$ cat src/inc/cmp_mux_pkg.sv
// Constants for the comparator input routing block
package cmp_mux_pkg;
  localparam int SEL_WIDTH = 4;
  localparam int PIN_COUNT = 12;
  localparam logic [7:0] ROUTE0_ADDR = 8'h9C;
  localparam logic [7:0] ROUTE1_ADDR = 8'h9F;
  localparam logic [7:0] ROUTE_PAGE = 8'h00;
  localparam logic [7:0] ROUTE_RESET = 8'h77;
  localparam int NEG_MSB = 7;
  localparam int NEG_LSB = 4;
  localparam int POS_MSB = 3;
  localparam int POS_LSB = 0;
  localparam logic [3:0] LAST_PIN_CODE = 4'hB;
  localparam int SYNC_STAGES = 2;
endpackage

$ cat src/hw/cmp_channel.sv
// One comparator channel: input selection and output paths
`timescale 1ns/1ps
module cmp_channel
  import cmp_mux_pkg::*;
#(
  parameter int PINS = PIN_COUNT
) (
  input wire logic clk,
  input wire logic resetn,
  input wire logic [7:0] route,
  output logic [PINS-1:0] pos_pin_sel,
  output logic [PINS-1:0] neg_pin_sel,
  input wire logic compare_result,
  output logic raw_out,
  output logic latched_out
);
  if (PINS != PIN_COUNT) begin : g_pins_check
    $error("cmp_channel supports exactly twelve pin pairs");
  end

  logic sync1_reg;
  logic sync2_reg;

  function automatic logic [PINS-1:0] decode_sel(input logic [3:0] code);
    logic [PINS-1:0] onehot;
    onehot = '0;
    if (code <= LAST_PIN_CODE) begin
      onehot[code] = 1'b1;
    end
    return onehot;
  endfunction

  // Negative input select from route[7:4], positive from route[3:0]
  assign neg_pin_sel = decode_sel(route[NEG_MSB:NEG_LSB]);
  assign pos_pin_sel = decode_sel(route[POS_MSB:POS_LSB]);

  // Raw path needs no clock
  assign raw_out = compare_result;

  always_ff @(posedge clk or negedge resetn) begin
    if (!resetn) begin
      sync1_reg <= 1'b0;
      sync2_reg <= 1'b0;
    end else begin
      sync1_reg <= compare_result;
      sync2_reg <= sync1_reg;
    end
  end

  assign latched_out = sync2_reg;

  latched_sync_a: assert property (@(posedge clk) disable iff (!resetn)
    $past(resetn) && $past(resetn, SYNC_STAGES) |->
    latched_out == $past(compare_result, SYNC_STAGES))
    else $error("latched output not two cycles behind compare");
endmodule

$ cat src/hw/cmp_route_ctrl.sv
// Comparator input routing registers and output pin control
`timescale 1ns/1ps
module cmp_route_ctrl
  import cmp_mux_pkg::*;
(
  input wire logic clk,
  input wire logic resetn,
  input wire logic [7:0] sfr_addr,
  input wire logic [7:0] sfr_page,
  input wire logic [7:0] sfr_wdata,
  input wire logic sfr_wr,
  input wire logic sfr_rd,
  output logic [7:0] sfr_rdata,
  input wire logic cmp0_result,
  input wire logic cmp1_result,
  output logic [PIN_COUNT-1:0] cmp0_pos_pin_sel,
  output logic [PIN_COUNT-1:0] cmp0_neg_pin_sel,
  output logic [PIN_COUNT-1:0] cmp1_pos_pin_sel,
  output logic [PIN_COUNT-1:0] cmp1_neg_pin_sel,
  output logic cmp0_latched_out,
  output logic cmp1_latched_out,
  output logic cmp0_raw_out,
  output logic cmp1_raw_out,
  input wire logic cmp0_reset_enable,
  output logic cmp0_reset_request,
  input wire logic [3:0] out_push_pull,
  input wire logic [3:0] out_pin_enable,
  output logic [3:0] out_pin_o,
  output logic [3:0] out_pin_oe
);
  logic [7:0] comparator0_input_route_reg;
  logic [7:0] comparator1_input_route_reg;
  logic [7:0] rdata_next;
  logic [3:0] out_level;
  logic hit0;
  logic hit1;

  assign hit0 = (sfr_addr == ROUTE0_ADDR) && (sfr_page == ROUTE_PAGE);
  assign hit1 = (sfr_addr == ROUTE1_ADDR) && (sfr_page == ROUTE_PAGE);

  always_ff @(posedge clk or negedge resetn) begin
    if (!resetn) begin
      comparator0_input_route_reg <= ROUTE_RESET;
    end else if (sfr_wr && hit0) begin
      comparator0_input_route_reg <= sfr_wdata;
    end
  end

  always_ff @(posedge clk or negedge resetn) begin
    if (!resetn) begin
      comparator1_input_route_reg <= ROUTE_RESET;
    end else if (sfr_wr && hit1) begin
      comparator1_input_route_reg <= sfr_wdata;
    end
  end

  always_comb begin
    rdata_next = 8'h00;
    if (hit0) begin
      rdata_next = comparator0_input_route_reg;
    end else if (hit1) begin
      rdata_next = comparator1_input_route_reg;
    end
  end

  always_ff @(posedge clk or negedge resetn) begin
    if (!resetn) begin
      sfr_rdata <= 8'h00;
    end else if (sfr_rd) begin
      sfr_rdata <= rdata_next;
    end
  end

  // Both channels share one implementation
  cmp_channel #(.PINS(PIN_COUNT)) u_cmp0 (
    .clk(clk),
    .resetn(resetn),
    .route(comparator0_input_route_reg),
    .pos_pin_sel(cmp0_pos_pin_sel),
    .neg_pin_sel(cmp0_neg_pin_sel),
    .compare_result(cmp0_result),
    .raw_out(cmp0_raw_out),
    .latched_out(cmp0_latched_out)
  );

  cmp_channel #(.PINS(PIN_COUNT)) u_cmp1 (
    .clk(clk),
    .resetn(resetn),
    .route(comparator1_input_route_reg),
    .pos_pin_sel(cmp1_pos_pin_sel),
    .neg_pin_sel(cmp1_neg_pin_sel),
    .compare_result(cmp1_result),
    .raw_out(cmp1_raw_out),
    .latched_out(cmp1_latched_out)
  );

  // Reset source on comparator 0 only, low result requests reset
  assign cmp0_reset_request = cmp0_reset_enable && !cmp0_latched_out;

  // Pin order: cmp0 latched, cmp0 raw, cmp1 latched, cmp1 raw
  assign out_level = {cmp1_raw_out, cmp1_latched_out,
                      cmp0_raw_out, cmp0_latched_out};

  genvar i;
  generate
    for (i = 0; i < 4; i++) begin : g_pin
      // Open drain drives low only; push-pull drives both levels
      assign out_pin_o[i] = out_push_pull[i] ? out_level[i] : 1'b0;
      assign out_pin_oe[i] = out_pin_enable[i] &&
                             (out_push_pull[i] || !out_level[i]);
    end
  endgenerate

  route_write_a: assert property (@(posedge clk) disable iff (!resetn)
    (sfr_wr && hit0) |=> comparator0_input_route_reg == $past(sfr_wdata))
    else $error("route 0 write not stored");

  route1_write_a: assert property (@(posedge clk) disable iff (!resetn)
    (sfr_wr && hit1) |=> comparator1_input_route_reg == $past(sfr_wdata))
    else $error("route 1 write not stored");

  neg_none_a: assert property (@(posedge clk) disable iff (!resetn)
    (comparator0_input_route_reg[7:4] > 4'hB) |-> cmp0_neg_pin_sel == '0)
    else $error("negative select drives pin for none code");

  neg_pick_a: assert property (@(posedge clk) disable iff (!resetn)
    (comparator0_input_route_reg[7:4] <= 4'hB) |->
    $onehot(cmp0_neg_pin_sel))
    else $error("negative select not one-hot");

  pos_pick_a: assert property (@(posedge clk) disable iff (!resetn)
    (comparator0_input_route_reg[3:0] <= 4'hB) |->
    cmp0_pos_pin_sel[comparator0_input_route_reg[3:0]])
    else $error("positive select wrong pin");

  raw_follow_a: assert property (@(posedge clk)
    cmp0_raw_out == cmp0_result && cmp1_raw_out == cmp1_result)
    else $error("raw output not following compare");

  reset_src_a: assert property (@(posedge clk) disable iff (!resetn)
    !cmp0_reset_enable |-> !cmp0_reset_request)
    else $error("reset request without enable");

  open_drain_a: assert property (@(posedge clk) disable iff (!resetn)
    (out_pin_oe & ~out_push_pull & out_pin_o) == 4'h0)
    else $error("open drain pin driven high");

  route0_read_a: assert property (@(posedge clk) disable iff (!resetn)
    (sfr_rd && hit0) |=>
    sfr_rdata == $past(comparator0_input_route_reg))
    else $error("route 0 read data wrong");

  route1_read_a: assert property (@(posedge clk) disable iff (!resetn)
    (sfr_rd && hit1) |=>
    sfr_rdata == $past(comparator1_input_route_reg))
    else $error("route 1 read data wrong");

  unmapped_read_a: assert property (@(posedge clk) disable iff (!resetn)
    (sfr_rd && !hit0 && !hit1) |=> sfr_rdata == 8'h00)
    else $error("unmapped read not zero");

  page_refuse_a: assert property (@(posedge clk) disable iff (!resetn)
    (sfr_wr && sfr_page != ROUTE_PAGE) |=>
    $stable(comparator0_input_route_reg) &&
    $stable(comparator1_input_route_reg))
    else $error("write on other page changed a route");

  neg_pin_a: assert property (@(posedge clk) disable iff (!resetn)
    (comparator0_input_route_reg[NEG_MSB:NEG_LSB] <= LAST_PIN_CODE) |->
    cmp0_neg_pin_sel[comparator0_input_route_reg[NEG_MSB:NEG_LSB]])
    else $error("negative select wrong pin");

  pos_none_a: assert property (@(posedge clk) disable iff (!resetn)
    (comparator0_input_route_reg[POS_MSB:POS_LSB] > LAST_PIN_CODE) |->
    cmp0_pos_pin_sel == '0)
    else $error("positive select drives pin for none code");

  neg1_none_a: assert property (@(posedge clk) disable iff (!resetn)
    (comparator1_input_route_reg[NEG_MSB:NEG_LSB] > LAST_PIN_CODE) |->
    cmp1_neg_pin_sel == '0)
    else $error("comparator 1 negative select drives pin for none code");

  pos1_pick_a: assert property (@(posedge clk) disable iff (!resetn)
    (comparator1_input_route_reg[POS_MSB:POS_LSB] <= LAST_PIN_CODE) |->
    $onehot(cmp1_pos_pin_sel) &&
    cmp1_pos_pin_sel[comparator1_input_route_reg[POS_MSB:POS_LSB]])
    else $error("comparator 1 positive select wrong pin");

  latched0_a: assert property (@(posedge clk) disable iff (!resetn)
    $past(resetn) && $past(resetn, SYNC_STAGES) |->
    cmp0_latched_out == $past(cmp0_result, SYNC_STAGES))
    else $error("comparator 0 latched output delay wrong");

  latched1_a: assert property (@(posedge clk) disable iff (!resetn)
    $past(resetn) && $past(resetn, SYNC_STAGES) |->
    cmp1_latched_out == $past(cmp1_result, SYNC_STAGES))
    else $error("comparator 1 latched output delay wrong");

  reset_req_a: assert property (@(posedge clk) disable iff (!resetn)
    (cmp0_reset_enable && !cmp0_latched_out) |-> cmp0_reset_request)
    else $error("reset request missing");

  pin_enable_a: assert property (@(posedge clk) disable iff (!resetn)
    (out_pin_oe & ~out_pin_enable) == 4'h0)
    else $error("unassigned pin driven");

  pp_drive0_a: assert property (@(posedge clk) disable iff (!resetn)
    (out_pin_enable[0] && out_push_pull[0]) |->
    out_pin_oe[0] && out_pin_o[0] == cmp0_latched_out)
    else $error("push-pull pin 0 not driving latched level");

  pp_drive1_a: assert property (@(posedge clk) disable iff (!resetn)
    (out_pin_enable[2] && out_push_pull[2]) |->
    out_pin_oe[2] && out_pin_o[2] == cmp1_latched_out)
    else $error("push-pull pin 2 not driving latched level");

  od_release0_a: assert property (@(posedge clk) disable iff (!resetn)
    (out_pin_enable[1] && !out_push_pull[1] && cmp0_raw_out) |->
    !out_pin_oe[1])
    else $error("open drain pin 1 not released when high");

  od_release1_a: assert property (@(posedge clk) disable iff (!resetn)
    (out_pin_enable[3] && !out_push_pull[3] && cmp1_raw_out) |->
    !out_pin_oe[3])
    else $error("open drain pin 3 not released when high");
endmodule

$ cat config.mk
export PLATFORM = sky130hd
export DESIGN_NAME = cmp_route_ctrl
export DESIGN_NICKNAME = d
export VERILOG_FILES = /design/src/inc/cmp_mux_pkg.sv /design/src/hw/cmp_channel.sv /design/src/hw/cmp_route_ctrl.sv
export SDC_FILE = /design/constraint.sdc
export NUM_CORES = 1
export LEC_CHECK = 0
export ABC_AREA = 0
export BUFFER_PORTS_ARGS = -buffer_cell sky130_fd_sc_hd__buf_4
export CAP_MARGIN = 15
export CORE_MARGIN = 5
export CORE_UTILIZATION = 46
export CTS_CLUSTER_DIAMETER = 150
export DETAILED_ROUTE_END_ITERATION = 8
export PLACE_DENSITY = 0.86
export SETUP_SLACK_MARGIN = 0.2
export SYNTH_ARGS = -nofsm -noshare
export SYNTH_HDL_FRONTEND = slang
export SYNTH_SLANG_ARGS = --single-unit
export TNS_END_PERCENT = 100
$ cat constraint.sdc
create_clock -name clk -period 1.5 [get_ports clk]
set_input_delay 0.3 -clock clk [delete_from_list [all_inputs] [get_ports clk]]
set_output_delay 0.3 -clock clk [all_outputs]
set_load 0.02 [all_outputs]
==> results by group, run 1 <==
Timing
  – Worst setup endpoint GRT: cmp1_pos_pin_sel[3]
  – WEP type: output port

Yosys
  – Yosys cell types: 24
  – Synth Cell Area: 1680 µm²
  – Synth async-reset ratio: 100%
  – Avg Cell Area, Syn: 9.64 µm²
  – Seq/Total Area, Yosys: 42.7%
  – Mapped Cells: 174
  – Syn Nets: 213
  – EDFF count, synth: 0
  – Prevailing post-synth register cell: dfrtp_1
  – Seq cells post-synth: 28
  – Ys Warns: 0

Die
  – Die H: 70.4 µm
  – Die Wd: 70.4 µm
  – Initial Utilization: 46.5%
  – FP Rows: 22
  – Io pins: 108

Global route
  – Largest net degree at the start of global routing: 29
  – Initial antenna violation count: 0

Placed design
  – Placed cell area: 2600 µm²
  – Port-buffer cells: 107
  – RePlAce Congestion: 0.772
  – Placed Instances: 327
  – HPWL Detailed: 3850 µm

CTS
  – Deepest clock path buffer count: 2
  – Sink Count: 28
  – CTS Buf Count: 3
  – H-tree levels: 1
  – CTS root buffer: clkbuf_8

Run status
  – Status: did not finish
  – Error message: [ERROR DPL-0033] detailed placement checks failed during check placement.
  – Failed at: global routing
[cell families after synthesis]
group                  synth area share (%)
flip-flops                             42.7
AND/OR/NAND/NOR                        29.2
AO/OA/AOI/OAI                          11.3
multiplexers                           10.7
buffers and inverters                  6.04
[synth_stat cells, drive strengths merged (2+ instances only)]
cell type / count / area share [%]
buf: 4 / 2.2
dfstp: 12 / 19
or4: 3 / 2.0
a21o: 8 / 3.6
a21boi: 4 / 1.8
inv: 12 / 2.7
nor2: 24 / 5.4
nand2b: 16 / 6.0
dfrtp: 16 / 24
clkbuf: 2 / 1.1
nor4: 6 / 2.6
o22ai: 8 / 6.0
and2: 5 / 1.9
nand2: 14 / 3.3
nor3: 20 / 6.0
nand4b: 2 / 1.0
mux2: 16 / 11
[through the flow]
step | TNS [ns] | setup slack (ns) | util, %
3_5_place_dp | -9.54 | -0.444 | 72.1
2_1_floorplan | -4.94 | -0.231 | -
4_1_cts | -4.65 | -0.121 | 88.7
3_3_place_gp | -8.88 | -0.412 | 72.1
[repair_timing]
item | CTS
buffers inserted | 33
setup endpoints to repair | 74
resized for setup | 65
hold buffers | 1
hold endpoints to repair | 16
pin swaps | 18
==> run 2, diff against run 1 <==
--- a/config.mk
+++ b/config.mk
@@ -9,11 +9,9 @@
 export BUFFER_PORTS_ARGS = -buffer_cell sky130_fd_sc_hd__buf_4
 export CAP_MARGIN = 15
 export CORE_MARGIN = 5
-export CORE_UTILIZATION = 46
-export CTS_CLUSTER_DIAMETER = 150
+export CORE_UTILIZATION = 35
 export DETAILED_ROUTE_END_ITERATION = 8
-export PLACE_DENSITY = 0.86
-export SETUP_SLACK_MARGIN = 0.2
+export PLACE_DENSITY_LB_ADDON = 0.15
 export SYNTH_ARGS = -nofsm -noshare
 export SYNTH_HDL_FRONTEND = slang
 export SYNTH_SLANG_ARGS = --single-unit
==> results by group, run 2 <==
Timing
  – RSZ-0062 raised after global routing: true
  – Rel. slew slack: 76.0%
  – Final hold violations: 0
  – Worst Tran Pin Value: 0.360 ns
  – Number of setup violations in the final report: 72
  – Final Max Slew Viols: 0
  – F_max: 0.614 GHz
  – Clock period minus worst slack: 1.63 ns
  – Hold slack: 0.147 ns
  – Final worst clock skew: 0.00245 ns
  – Final worst slack: -0.129 ns
  – Period utilization: 109%

Die
  – Die Footprint: 6270 µm²
  – Die H: 79.2 µm (+13%)
  – Die Wd: 79.2 µm (+13%)
  – Core area: 4690 µm²
  – Initial Utilization: 35.7% (-11 points)
  – FP Rows: 25 (+14%)
  – Io pins: 108 (unchanged)

Global route
  – Initial antenna violation count: 0
  – Largest net degree at the start of global routing: 29
  – Global-route wire length before repair: 8720 µm
  – Vias in the first global route: 1,891
  – GR Overflow Total: 0
  – GRT Util Overall: 17.3%

Power
  – Peak supply drop: 0.000449 V
  – P_leak: 1.60 nW
  – Pwr Density: 471 nW/µm²

CTS
  – Sink Count: 28 (unchanged)
  – Clock-pin slew of the registers on the worst-case setup and hold paths: 0.10 ns
  – CTS root buffer: clkbuf_8
  – H-tree levels: 1 (unchanged)
  – CTS Buf Count: 3 (unchanged)
  – Deepest clock path buffer count: 2 (unchanged)
  – CTS tree: yes
  – Clk_lat worst skew: 0.27 ns

Drt
  – DRT antenna net count: 0
  – Drc violations: 0
  – Routed wire per std cell: 16.1 µm
  – Pre-Repair DR Iteration Count: 4
  – Initial drt markers: 92
  – Total number of vias: 1,805
  – Vias per Instance: 4.95
  – Post-Route WL: 5860 µm

Placed design
  – RePlAce Congestion: 0.710 (-8.0%)
  – HPWL Detailed: 3690 µm (-4.3%)
  – Port-buffer cells: 107 (unchanged)

Yosys
  – Synth Cell Area: 1680 µm² (unchanged)
  – EDFF count, synth: 0 (unchanged)
  – Avg Cell Area, Syn: 9.64 µm² (unchanged)
  – Yosys cell types: 24 (unchanged)
  – Mapped Cells: 174 (unchanged)
  – Area contributors post-synth: dfrtp_1, dfstp_2, mux2_2
  – Top-count cell post-synth: nor2_1
  – Largest area contributor in the netlist: dfrtp_1
  – Ys Warns: 0 (unchanged)
  – Synth async-reset ratio: 100% (unchanged)
  – Syn Nets: 213 (unchanged)
  – Synth cell count leaders: nor2_1, nor3_1, dfrtp_1, mux2_2, nand2b_1
  – Prevailing post-synth register cell: dfrtp_1
  – Seq/Total Area, Yosys: 42.7% (unchanged)
  – Seq cells post-synth: 28 (unchanged)
  – Post-synth top area share: 23.9% (unchanged)

Setup path
  – Reg2Reg Launch Point: comparator0_input_route_reg[5]$_DFFE_PN1P_
  – Worst Reg2Reg Path Length in Cells: 4
  – Worst path required time: 1.20 ns
  – Register-to-Register Setup Slack: 0.37 ns
  – Crit end category: output pin
  – WS Path Type: reg2out
  – Setup crit start kind: flop
  – FF-to-FF End: sfr_rdata[5]$_DFFE_PN0P_
  – CP Max Fanout: 6
  – CP arrival: 1.33 ns

Run status
  – Failing checks: setup timing
  – Status: complete, but fails checks

Finish
  – Area grow syn2layout: 96.0%
  – Final design utilization: 70.0%
  – Final net count: 351
  – Most common cell after layout, fill and taps aside: buf_4
  – Fillers: 334
  – Commonest non-fill, non-tap cells in the layout: buf_4, buf_6, nand2b_4, mux2_2, nor2_1
  – Antenna cell count: 0
  – Share of layout cells above drive strength 1: 76.8%

Flow run
  – Max-cap violations: 0

Worst hold path
  – Hold wc startpoint: cmp0_result
  – WHS Path Cells: 1
  – Worst Hold End: u_cmp0.sync1_reg$_DFF_PN0_
  – Worst Hold Class: in2reg
run 2: cell counts after synthesis:
No cell type changed its count.
run 2: cells by family after synthesis:
kind of cell / after synthesis / synth area share, %
simple gates: 92 / 29.2
flops: 28 / 42.7
compound gates: 20 / 11.3
buf+inv: 18 / 6.04
mux: 16 / 10.7
run 2: per-layer routing:
layer	part of all wire, %	global-route usage (%)	vias to the layer above
li1	-	-	878
met1	37	18.5	858
met2	55	33.8	61
met3	6.5	5.10	8
met4	1.3	2.58	0
met5	0	0	-
run 2: what timing repair did:
item                                   CTS  global route
setup endpoints to repair               71            72
pin swaps                               13            13
buffers inserted                        21             6
hold buffers                             1             0
resized for setup                       51            50
endpoints found under the hold margin   16             0
run 2: stage by stage:
stage	power (W)	std cells	setup WS, ns	instance area (µm²)	setup TNS, ns
after floorplan	0.000838	174	-0.231	1680	-4.94
after global placement	0.000959	333	-0.432	2520	-9.08
final	0.00155	365	-0.129	3290	-5.65
after detailed placement	0.000961	333	-0.459	2520	-9.63
after global routing	0.00162	365	-0.209	3290	-9.10
after CTS	0.00157	359	-0.106	3010	-4.36
run 2: final cells by class:
| class | instances | area [µm²] | area share, % |
|---|---|---|---|
| inverter | 12 | 45.0 | 1.37 |
| timing repair buffer | 139 | 1150 | 35.1 |
| multi-input combinational | 128 | 1230 | 37.3 |
| clock inverter | 1 | 30.0 | 0.914 |
| sequential | 28 | 721 | 21.9 |
| clock buffer | 3 | 41.3 | 1.26 |
| tap | 54 | 67.6 | 2.06 |
run 2: power breakdown:
group	total (W)	internal (W)	switching, W
Clock	0.000591	0.000357	0.000234
Combinational	0.000193	0.000106	0.0000861
Sequential	0.000765	0.000762	0.00000299
Total	0.00155	0.00123	0.000323
run 2: worst max-delay path by stage:
stage                                                     startpoint                                    endpoint  depth (start not counted)  slack [ns]
final                     comparator0_input_route_reg[4]$_DFFE_PN1P_                         cmp0_neg_pin_sel[1]                          3       -0.13
after global routing      comparator0_input_route_reg[5]$_DFFE_PN1P_                         cmp0_neg_pin_sel[3]                          3       -0.21
after CTS                 comparator1_input_route_reg[5]$_DFFE_PN1P_                         cmp1_neg_pin_sel[2]                          3       -0.11
after detailed placement                                 sfr_page[5]  comparator1_input_route_reg[7]$_DFFE_PN0P_                          5       -0.46
after global placement                                   sfr_page[5]  comparator1_input_route_reg[7]$_DFFE_PN0P_                          5       -0.43
after floorplan                                          sfr_addr[0]                    sfr_rdata[7]$_DFFE_PN0P_                          5       -0.23
run 2: worst max-delay path, cell delays in order (launching register included):
cell and delay (ns):
dfstp_2 0.66, nand2b_4 0.11, nor3_4 0.15, buf_6 0.14
(Power assumes the default switching activity.)
